==> src/shared/prot_pkg.sv <==
// Constants and types shared by the sector protection logic
// How it works
// - Permitted write, bits 5:2 all one: protect all
// - Permitted write, bits 5:2 all zero: unprotect all
// - Mixed bits 5:2 leave sector bits unchanged
// - Pin low and lock set: write ignored
// - Pin high, lock set: only lock loads
// - Unlocked write stores bit 7 as lock
// - Bits 5:2 decoded, readback shows pin, summary
// - 00h unprotects, 7Fh protects, FFh protects and locks
// - 0Fh clears lock, F0h sets lock only
// - Then repeat FFh if protected, else 00h
// - Chip select high ends reply, output released
// - Reply shows sector bit only, not pin
// - Summary of all, some or no protection
// - Status write needs write enable latch set
// - Reset leaves every sector protected
// - Hard lock needs pin low and lock set
package prot_pkg;

   localparam logic [7:0] CMD_WREN   = 8'h06;
   localparam logic [7:0] CMD_WRDI   = 8'h04;
   localparam logic [7:0] CMD_WRSR   = 8'h01;
   localparam logic [7:0] CMD_RDSR   = 8'h05;
   localparam logic [7:0] CMD_RDPROT = 8'h3C;

   localparam int SECTOR_COUNT    = 8;
   localparam int SECTOR_IDX_W    = 3;
   localparam int SECTOR_ADDR_LSB = 16;

   localparam int LOCK_BIT   = 7;
   localparam int GLOB_HI    = 5;
   localparam int GLOB_LO    = 2;
   localparam int ST_WP_BIT  = 4;
   localparam int ST_SUM_LO  = 2;
   localparam int ST_WEL_BIT = 1;

   localparam logic [3:0] GLOB_ALL_ONE  = 4'hF;
   localparam logic [3:0] GLOB_ALL_ZERO = 4'h0;

   localparam logic [1:0] SUM_NONE = 2'h0;
   localparam logic [1:0] SUM_SOME = 2'h1;
   localparam logic [1:0] SUM_ALL  = 2'h3;

   localparam logic       LOCK_RST   = 1'h0;
   localparam logic       WEL_RST    = 1'h0;
   localparam logic [7:0] SECTOR_RST = 8'hFF;
   localparam logic [3:0] SYNC_RST   = 4'h9;

   localparam logic [5:0] OPCODE_LAST = 6'h07;
   localparam logic [5:0] WDATA_LAST  = 6'h0F;
   localparam logic [5:0] ADDR_LAST   = 6'h1F;

   typedef enum logic [2:0] {
      S_CMD   = 3'h0,
      S_ADDR  = 3'h1,
      S_OUT   = 3'h3,
      S_WDATA = 3'h2,
      S_SKIP  = 3'h6
   } frame_state_t;

endpackage

==> src/shared/pin_sync_if.sv <==
// Synchronised serial pins passed from the sampler to the frame logic
`timescale 1ns/1ps
interface pin_sync_if;
   logic cs_n;
   logic cs_rise;
   logic sck_rise;
   logic sck_fall;
   logic si;
   logic wp_n;
   modport drive (output cs_n, cs_rise, sck_rise, sck_fall, si, wp_n);
   modport take  (input  cs_n, cs_rise, sck_rise, sck_fall, si, wp_n);
endinterface

==> src/logic/pin_sampler.sv <==
// Two-flop sampling of the serial pins and edge finding
`timescale 1ns/1ps
module pin_sampler
   import prot_pkg::*;
(
   input  wire logic  clk,
   input  wire logic  srst,
   input  wire logic  raw_cs_n,
   input  wire logic  raw_sck,
   input  wire logic  raw_si,
   input  wire logic  raw_wp_n,
   pin_sync_if.drive  sp
);
   import prot_pkg::*;

   // Bit order: wp_n, si, sck, cs_n
   logic [3:0] meta_ff;
   logic [3:0] sync_ff;
   logic [1:0] last_ff;
   logic [3:0] nxt_meta;
   logic [3:0] nxt_sync;
   logic [1:0] nxt_last;

   always_comb begin
      nxt_meta = {raw_wp_n, raw_si, raw_sck, raw_cs_n};
      nxt_sync = meta_ff;
      nxt_last = sync_ff[1:0];
   end

   always_ff @(posedge clk) begin
      if (srst) begin
         meta_ff <= SYNC_RST;
         sync_ff <= SYNC_RST;
         last_ff <= SYNC_RST[1:0];
      end else begin
         meta_ff <= nxt_meta;
         sync_ff <= nxt_sync;
         last_ff <= nxt_last;
      end
   end

   assign sp.cs_n     = sync_ff[0];
   assign sp.cs_rise  = sync_ff[0] & ~last_ff[0];
   assign sp.sck_rise = sync_ff[1] & ~last_ff[1];
   assign sp.sck_fall = ~sync_ff[1] & last_ff[1];
   assign sp.si       = sync_ff[2];
   assign sp.wp_n     = sync_ff[3];
endmodule // pin_sampler

==> src/logic/sector_bank.sv <==
// Per-sector protection bits with global set and clear and a summary
`timescale 1ns/1ps
module sector_bank
   import prot_pkg::*;
(
   input  wire logic                    clk,
   input  wire logic                    srst,
   input  wire logic                    glob_set,
   input  wire logic                    glob_clr,
   output logic [SECTOR_COUNT-1:0]      bits,
   output logic [1:0]                   summary
);
   import prot_pkg::*;

   logic [SECTOR_COUNT-1:0] bits_ff;
   logic [SECTOR_COUNT-1:0] nxt_bits;
   logic [1:0]              summary_ff;
   logic [1:0]              nxt_summary;

   always_comb begin
      nxt_bits = bits_ff;
      if (glob_set) begin
         nxt_bits = {SECTOR_COUNT{1'b1}};
      end else if (glob_clr) begin
         nxt_bits = {SECTOR_COUNT{1'b0}};
      end
      if (&nxt_bits) begin
         nxt_summary = SUM_ALL;
      end else if (|nxt_bits) begin
         nxt_summary = SUM_SOME;
      end else begin
         nxt_summary = SUM_NONE;
      end
   end

   always_ff @(posedge clk) begin
      if (srst) begin
         bits_ff    <= SECTOR_RST;
         summary_ff <= SUM_ALL;
      end else begin
         bits_ff    <= nxt_bits;
         summary_ff <= nxt_summary;
      end
   end

   assign bits    = bits_ff;
   assign summary = summary_ff;
endmodule // sector_bank

==> src/logic/flash_sector_protection_global_ctl.sv <==
// Serial frame decoder for global protection, lock handling and readback
`timescale 1ns/1ps
module flash_sector_protection_global_ctl
   import prot_pkg::*;
(
   input  wire logic                     CORE_CLK,
   input  wire logic                     SRST,
   input  wire logic                     CS_N,
   input  wire logic                     SCK,
   input  wire logic                     SI,
   input  wire logic                     WP_N,
   output logic                          SO_O,
   output logic                          SO_OE_N,
   output logic                          PROTECTION_REGS_LOCK,
   output logic                          WRITE_ENABLE_LATCH,
   output logic [1:0]                    SOFTWARE_PROTECT_SUMMARY,
   output logic [7:0]                    STATUS_BYTE,
   output logic [prot_pkg::SECTOR_COUNT-1:0] SECTOR_PROT
);
   import prot_pkg::*;

   pin_sync_if sp ();

   pin_sampler u_sampler (
      .clk      (CORE_CLK),
      .srst     (SRST),
      .raw_cs_n (CS_N),
      .raw_sck  (SCK),
      .raw_si   (SI),
      .raw_wp_n (WP_N),
      .sp       (sp.drive)
   );

   // Frame tracking
   frame_state_t state_ff;
   frame_state_t nxt_state;
   logic [5:0]   bitcnt_ff;
   logic [5:0]   nxt_bitcnt;
   logic [7:0]   shift_ff;
   logic [7:0]   nxt_shift;
   logic [7:0]   opcode_ff;
   logic [7:0]   nxt_opcode;
   logic         op_valid_ff;
   logic         nxt_op_valid;
   logic [23:0]  addr_ff;
   logic [23:0]  nxt_addr;
   logic [7:0]   wdata_ff;
   logic [7:0]   nxt_wdata;
   logic         wdata_ok_ff;
   logic         nxt_wdata_ok;

   // Output path
   logic         so_ff;
   logic         nxt_so;
   logic         so_oe_n_ff;
   logic         nxt_so_oe_n;
   logic [7:0]   stat_sh_ff;
   logic [7:0]   nxt_stat_sh;

   // Protection state
   logic         lock_ff;
   logic         nxt_lock;
   logic         wel_ff;
   logic         nxt_wel;
   logic [7:0]   status_ff;
   logic [7:0]   nxt_status;
   logic         glob_set;
   logic         glob_clr;

   logic [SECTOR_COUNT-1:0] sector_bits;
   logic [1:0]              summary;

   sector_bank u_bank (
      .clk      (CORE_CLK),
      .srst     (SRST),
      .glob_set (glob_set),
      .glob_clr (glob_clr),
      .bits     (sector_bits),
      .summary  (summary)
   );

   logic [7:0]              shift_in;
   logic                    on_byte;
   logic                    hw_locked;
   logic [3:0]              glob_field;
   logic [SECTOR_IDX_W-1:0] sector_idx;
   logic                    sector_bit;
   logic                    wrsr_commit;

   always_comb begin
      shift_in   = {shift_ff[6:0], sp.si};
      on_byte    = (bitcnt_ff[2:0] == 3'h0);
      hw_locked  = ~sp.wp_n & lock_ff;
      glob_field = wdata_ff[GLOB_HI:GLOB_LO];
      sector_idx = addr_ff[SECTOR_ADDR_LSB +: SECTOR_IDX_W];
      sector_bit = sector_bits[sector_idx];
      // A status write counts only with whole bytes and the latch set
      wrsr_commit = sp.cs_rise & op_valid_ff & (opcode_ff == CMD_WRSR)
                    & wdata_ok_ff & on_byte & wel_ff;
   end

   // Frame decoding on sampled clock edges
   always_comb begin
      nxt_state    = state_ff;
      nxt_bitcnt   = bitcnt_ff;
      nxt_shift    = shift_ff;
      nxt_opcode   = opcode_ff;
      nxt_op_valid = op_valid_ff;
      nxt_addr     = addr_ff;
      nxt_wdata    = wdata_ff;
      nxt_wdata_ok = wdata_ok_ff;
      nxt_so       = so_ff;
      nxt_so_oe_n  = so_oe_n_ff;
      nxt_stat_sh  = stat_sh_ff;
      if (sp.cs_n) begin
         // Idle between frames; output released at once
         nxt_state    = S_CMD;
         nxt_bitcnt   = 6'h00;
         nxt_so_oe_n  = 1'b1;
         nxt_so       = 1'b0;
         if (!sp.cs_rise) begin
            nxt_op_valid = 1'b0;
            nxt_wdata_ok = 1'b0;
         end
      end else if (sp.sck_rise) begin
         nxt_shift  = shift_in;
         nxt_bitcnt = bitcnt_ff + 6'h01;
         case (state_ff)
            S_CMD: begin
               if (bitcnt_ff == OPCODE_LAST) begin
                  nxt_opcode   = shift_in;
                  nxt_op_valid = 1'b1;
                  if (shift_in == CMD_RDPROT) begin
                     nxt_state = S_ADDR;
                  end else if (shift_in == CMD_WRSR) begin
                     nxt_state = S_WDATA;
                  end else if (shift_in == CMD_RDSR) begin
                     nxt_state   = S_OUT;
                     nxt_stat_sh = status_ff;
                  end else begin
                     nxt_state = S_SKIP;
                  end
               end
            end
            S_ADDR: begin
               nxt_addr = {addr_ff[22:0], sp.si};
               if (bitcnt_ff == ADDR_LAST) begin
                  nxt_state = S_OUT;
               end
            end
            S_WDATA: begin
               if (bitcnt_ff == WDATA_LAST) begin
                  nxt_wdata    = shift_in;
                  nxt_wdata_ok = 1'b1;
                  nxt_state    = S_SKIP;
               end
            end
            S_OUT: begin
               // Incoming bits are ignored while replying
            end
            S_SKIP: begin
               // Trailing bits are ignored
            end
            default: begin
               nxt_state = S_SKIP;
            end
         endcase
      end else if (sp.sck_fall && state_ff == S_OUT) begin
         nxt_so_oe_n = 1'b0;
         if (opcode_ff == CMD_RDPROT) begin
            // Every bit of the repeated byte equals the sector bit
            nxt_so = sector_bit;
         end else begin
            nxt_so      = stat_sh_ff[7];
            nxt_stat_sh = {stat_sh_ff[6:0], stat_sh_ff[7]};
         end
      end
   end

   // Latch, lock and global decisions at chip select release
   always_comb begin
      nxt_wel  = wel_ff;
      nxt_lock = lock_ff;
      glob_set = 1'b0;
      glob_clr = 1'b0;
      if (sp.cs_rise && op_valid_ff && on_byte) begin
         if (opcode_ff == CMD_WREN) begin
            nxt_wel = 1'b1;
         end else if (opcode_ff == CMD_WRDI) begin
            nxt_wel = 1'b0;
         end
      end
      if (sp.cs_rise && op_valid_ff && opcode_ff == CMD_WRSR) begin
         nxt_wel = 1'b0;
      end
      if (wrsr_commit) begin
         if (hw_locked) begin
            nxt_lock = lock_ff;
         end else if (lock_ff) begin
            // Soft lock: only the lock loads, sectors untouched
            nxt_lock = wdata_ff[LOCK_BIT];
         end else begin
            nxt_lock = wdata_ff[LOCK_BIT];
            if (glob_field == GLOB_ALL_ONE) begin
               glob_set = 1'b1;
            end else if (glob_field == GLOB_ALL_ZERO) begin
               glob_clr = 1'b1;
            end
            // Mixed patterns leave the sector bits alone
         end
      end
   end

   // Status image: lock, pin level, summary, latch
   always_comb begin
      nxt_status                            = 8'h00;
      nxt_status[LOCK_BIT]                  = lock_ff;
      nxt_status[ST_WP_BIT]                 = sp.wp_n;
      nxt_status[ST_SUM_LO +: 2]            = summary;
      nxt_status[ST_WEL_BIT]                = wel_ff;
   end

   always_ff @(posedge CORE_CLK) begin
      if (SRST) begin
         state_ff    <= S_CMD;
         bitcnt_ff   <= 6'h00;
         shift_ff    <= 8'h00;
         opcode_ff   <= 8'h00;
         op_valid_ff <= 1'b0;
         addr_ff     <= 24'h000000;
         wdata_ff    <= 8'h00;
         wdata_ok_ff <= 1'b0;
         so_ff       <= 1'b0;
         so_oe_n_ff  <= 1'b1;
         stat_sh_ff  <= 8'h00;
         lock_ff     <= LOCK_RST;
         wel_ff      <= WEL_RST;
         status_ff   <= 8'h00;
      end else begin
         state_ff    <= nxt_state;
         bitcnt_ff   <= nxt_bitcnt;
         shift_ff    <= nxt_shift;
         opcode_ff   <= nxt_opcode;
         op_valid_ff <= nxt_op_valid;
         addr_ff     <= nxt_addr;
         wdata_ff    <= nxt_wdata;
         wdata_ok_ff <= nxt_wdata_ok;
         so_ff       <= nxt_so;
         so_oe_n_ff  <= nxt_so_oe_n;
         stat_sh_ff  <= nxt_stat_sh;
         lock_ff     <= nxt_lock;
         wel_ff      <= nxt_wel;
         status_ff   <= nxt_status;
      end
   end

   assign SO_O                     = so_ff;
   assign SO_OE_N                  = so_oe_n_ff;
   assign PROTECTION_REGS_LOCK     = lock_ff;
   assign WRITE_ENABLE_LATCH       = wel_ff;
   assign SOFTWARE_PROTECT_SUMMARY = summary;
   assign STATUS_BYTE              = status_ff;
   assign SECTOR_PROT              = sector_bits;
endmodule // flash_sector_protection_global_ctl

==> config.mk <==
export PLATFORM = sky130hd
export DESIGN_NAME = flash_sector_protection_global_ctl
export DESIGN_NICKNAME = d
export VERILOG_FILES = /design/src/shared/prot_pkg.sv /design/src/shared/pin_sync_if.sv /design/src/logic/pin_sampler.sv /design/src/logic/sector_bank.sv /design/src/logic/flash_sector_protection_global_ctl.sv
export SDC_FILE = /design/constraint.sdc
export NUM_CORES = 1
export LEC_CHECK = 0
export BUFFER_PORTS_ARGS = -buffer_cell sky130_fd_sc_hd__buf_2
export CAP_MARGIN = 20
export CORE_ASPECT_RATIO = 1.1
export CORE_MARGIN = 5
export CORE_UTILIZATION = 45
export DETAILED_ROUTE_END_ITERATION = 10
export GPL_TIMING_DRIVEN = 0
export HOLD_SLACK_MARGIN = 0.03
export SLEW_MARGIN = 20
export SYNTH_ARGS = -nofsm -noshare
export SYNTH_HDL_FRONTEND = slang
export SYNTH_SLANG_ARGS = --single-unit
==> constraint.sdc <==
create_clock -name CORE_CLK -period 4.03 [get_ports CORE_CLK]
set_clock_uncertainty 0.15 [all_clocks]
set_input_delay 0.2015 -clock CORE_CLK [delete_from_list [all_inputs] [get_ports CORE_CLK]]
set_output_delay 0.2015 -clock CORE_CLK [all_outputs]
set_load 0.1 [all_outputs]
==> metrics.yaml <==
outcome:
  status: "completed"
pwr:
  p_comb_share_pct: 4.3
  leakage_nw: 1.52
  power_frac_clock_pct: 40.7
  p_seq_share_pct: 55.0
  vdd_drop_max_v: 0.000197
  swShare_pct: 22.3
  power.switching_mw: 0.352
  intPower_mw: 1.23
  power_density_nw_per_um2: 388
timing:
  finalCriticalPeriod_ns: 2.30
  setup_viol: 0
  worstMarginPinSlew_ns: 0.884
  fmax_mhz: 434
  slew_headroom_pct: 40.2
  whs_ns: 0.216
  hold_viol: 0
  fin_crit_sh_pct: 57.2
  rsz0062_at_grt: "false"
  layout_setup_ws_ns: 1.73
  final.setup.tns_ns: 0
  finalMaxSlewViolations: 0
drt:
  drc: 0
  wirelength_um: 7420
  antenna_left: 0
  dr.pass1.iters: 5
  via_per_inst: 5.11
  detail_route.wl_per_cell_um: 13.9
  drtIter0Drc: 129
  routed-via-count: 2735
hold_path:
  hold_class: "in -> reg"
cells_and_area:
  drive_gt1_share_pct: 16.6
  finalNetCount: 431
  final_cells: 535
  syn_to_final_growth_pct: 14.3
  final_cell_mix: "dfxtp_1 (87), nand2_1 (69), a21oi_1 (36), buf_2 (27), nor2_1 (26)"
  diodes: 0
  layout_commonest_cell: "dfxtp_1"
  final_util_pct: 52.0
critical_path:
  worst_ep_arrival_time_ns: 2.37
  worst-setup-path-type: "reg -> reg"
  crit_required_ns: 4.10
  startpoint_type: "flop"
  critPathMaxFanout: 10
  endpoint_kind: "flop"
clock_network:
  clockBufferDepth: 2
  post-cts-setup-buffers: 0
  clock_latency_ns: 0.35
  numCtsBuffers: 9
  cts_num_sinks: 87
  htree_levels: 3
  root_buffer: "clkbuf_8"
  cts_tree: "yes"
  cts.clk_slew.worst_paths_ns: 0.08
job:
  drv_cap: 0
placed_design:
  place.gp.congestion: 0.795
  dp.final_hpwl_um: 5310
  port_buffers: 23
  pre_cts_ws_ns: 1.69
  dp_cells: 516
synth:
  synth_cell_types: 57
  ys.flop_type: "dfxtp_1"
  yosys_warnings: 0
  synth_edf_count: 0
  ys_ff_latch: 87
  syn_avg_cell_area_um2: 9.29
  synthesis.instances: 383
  synthArstFlopShare_pct: 0
  ys_seq_area_share_pct: 48.9
  syn_area_um2: 3560
global_route:
  grt_max_degree: 15
  antenna_found_initial: 0
  grt_pass1_wl_um: 13100
  grt_pass1_vias: 2720
  globalRouteTotalUtil_pct: 17.3
  overflow: 0
die:
  dieArea_um2: 9790
  rows: 34
  die_w_um: 94.8
  core_um2: 7830
  dieHeight_um: 103
  boundaryPins: 28
  initial_core_util_pct: 45.5
-- final timing paths --
kind                        startpoint              endpoint  slack (ns)  cells past startpoint
setup reg to reg  u_sampler.sync_ff[1]            addr_ff[0]        1.73                      5
hold / removal                    SRST         stat_sh_ff[0]        0.22                      3
hold reg to reg   u_sampler.meta_ff[0]  u_sampler.sync_ff[0]        0.27                      1
setup / recovery  u_sampler.sync_ff[1]            addr_ff[0]        1.73                      5
-- layout make-up --
cell class,count,area [um2]
plain buffers,23,118
clock buffers,10,128
clock inverters,5,83.8
fillers,758,3760
inverters,8,30.0
multi-input cells,267,1680
flip-flops and latches,87,1740
well taps,108,135
repair buffers,27,155
-- kinds of logic (layout without fill, tap and decap cells) --
logic type,after synthesis,count (layout),share of synthesized area [%]
DFF,87,87,48.9
adders and majority gates,2,2,0.703
and+or+nand+nor,162,162,23.8
AOI/OAI and AO/OA,72,72,13.2
xor gates and xnor gates,4,4,0.984
muxes,24,24,8.08
other,1,3,0.105
buffers and inverters,31,73,4.15
-- state kept, by name, indices dropped and copies added, names as in the netlist, 2 cells and up --
signal	count
opcode_ff	8
u_bank.bits	8
u_sampler.sync_ff	4
STATUS_BYTE	5
shift_ff	7
state_ff	3
bitcnt_ff	6
addr_ff	19
u_sampler.meta_ff	4
wdata_ff	5
u_bank.summary	2
stat_sh_ff	8
u_sampler.last_ff	2
-- critical path, cell delays in order, from the launching register on --
cell,delay (ns)
dfxtp_1,0.42
nor3b_2,0.57
nand4_1,0.51
clkbuf_1,0.34
nand2_1,0.12
a21oi_1,0.06
-- routing by layer --
layer	GRT usage (%)	vias to the layer above	wire length [um]	part of all wire [%]
met5	0	-	0	0
met1	21.6	1275	3510	47
met3	3.62	11	321	4.3
li1	-	1396	-	-
met4	8.10	0	157	2.1
met2	28.6	53	3440	46
-- power groups by stage --
stage               registers [mW]  clock network (mW)  logic [mW]
floorplan                    0.901                   0      0.0389
global placement             0.889                   0      0.0648
detailed placement           0.890                   0      0.0651
CTS                          0.869               0.660      0.0681
global route                 0.870               0.702      0.0726
finish                       0.869               0.643      0.0677
-- stage by stage --
stage                     power (mW)  instance area (um2)
after floorplan                0.939                 3570
after CTS                       1.60                 4070
after global placement         0.954                 3820
after detailed placement       0.955                 3820
final                           1.58                 4070
after global routing            1.65                 4070
-- timing repair --
item / 4_1_cts / 5_1_grt
hold buffers: 4 / 0
gates resized for setup: 0 / 0
endpoints found under the hold margin: 4 / 0
-- synthesized netlist by cell type (5+ instances only) --
master	n	area share, %
clkbuf_1	12	1.3
nand4_1	6	1.1
nor2_1	26	2.7
mux2i_1	16	4.5
inv_1	8	0.84
dfxtp_1	87	49
nand2_1	69	7.3
buf_4	5	1.1
nor2b_1	19	3.3
a21o_1	11	2.3
a21oi_1	36	5.1
o21ai_0	9	1.3
Power figures use the tool's default switching activity.
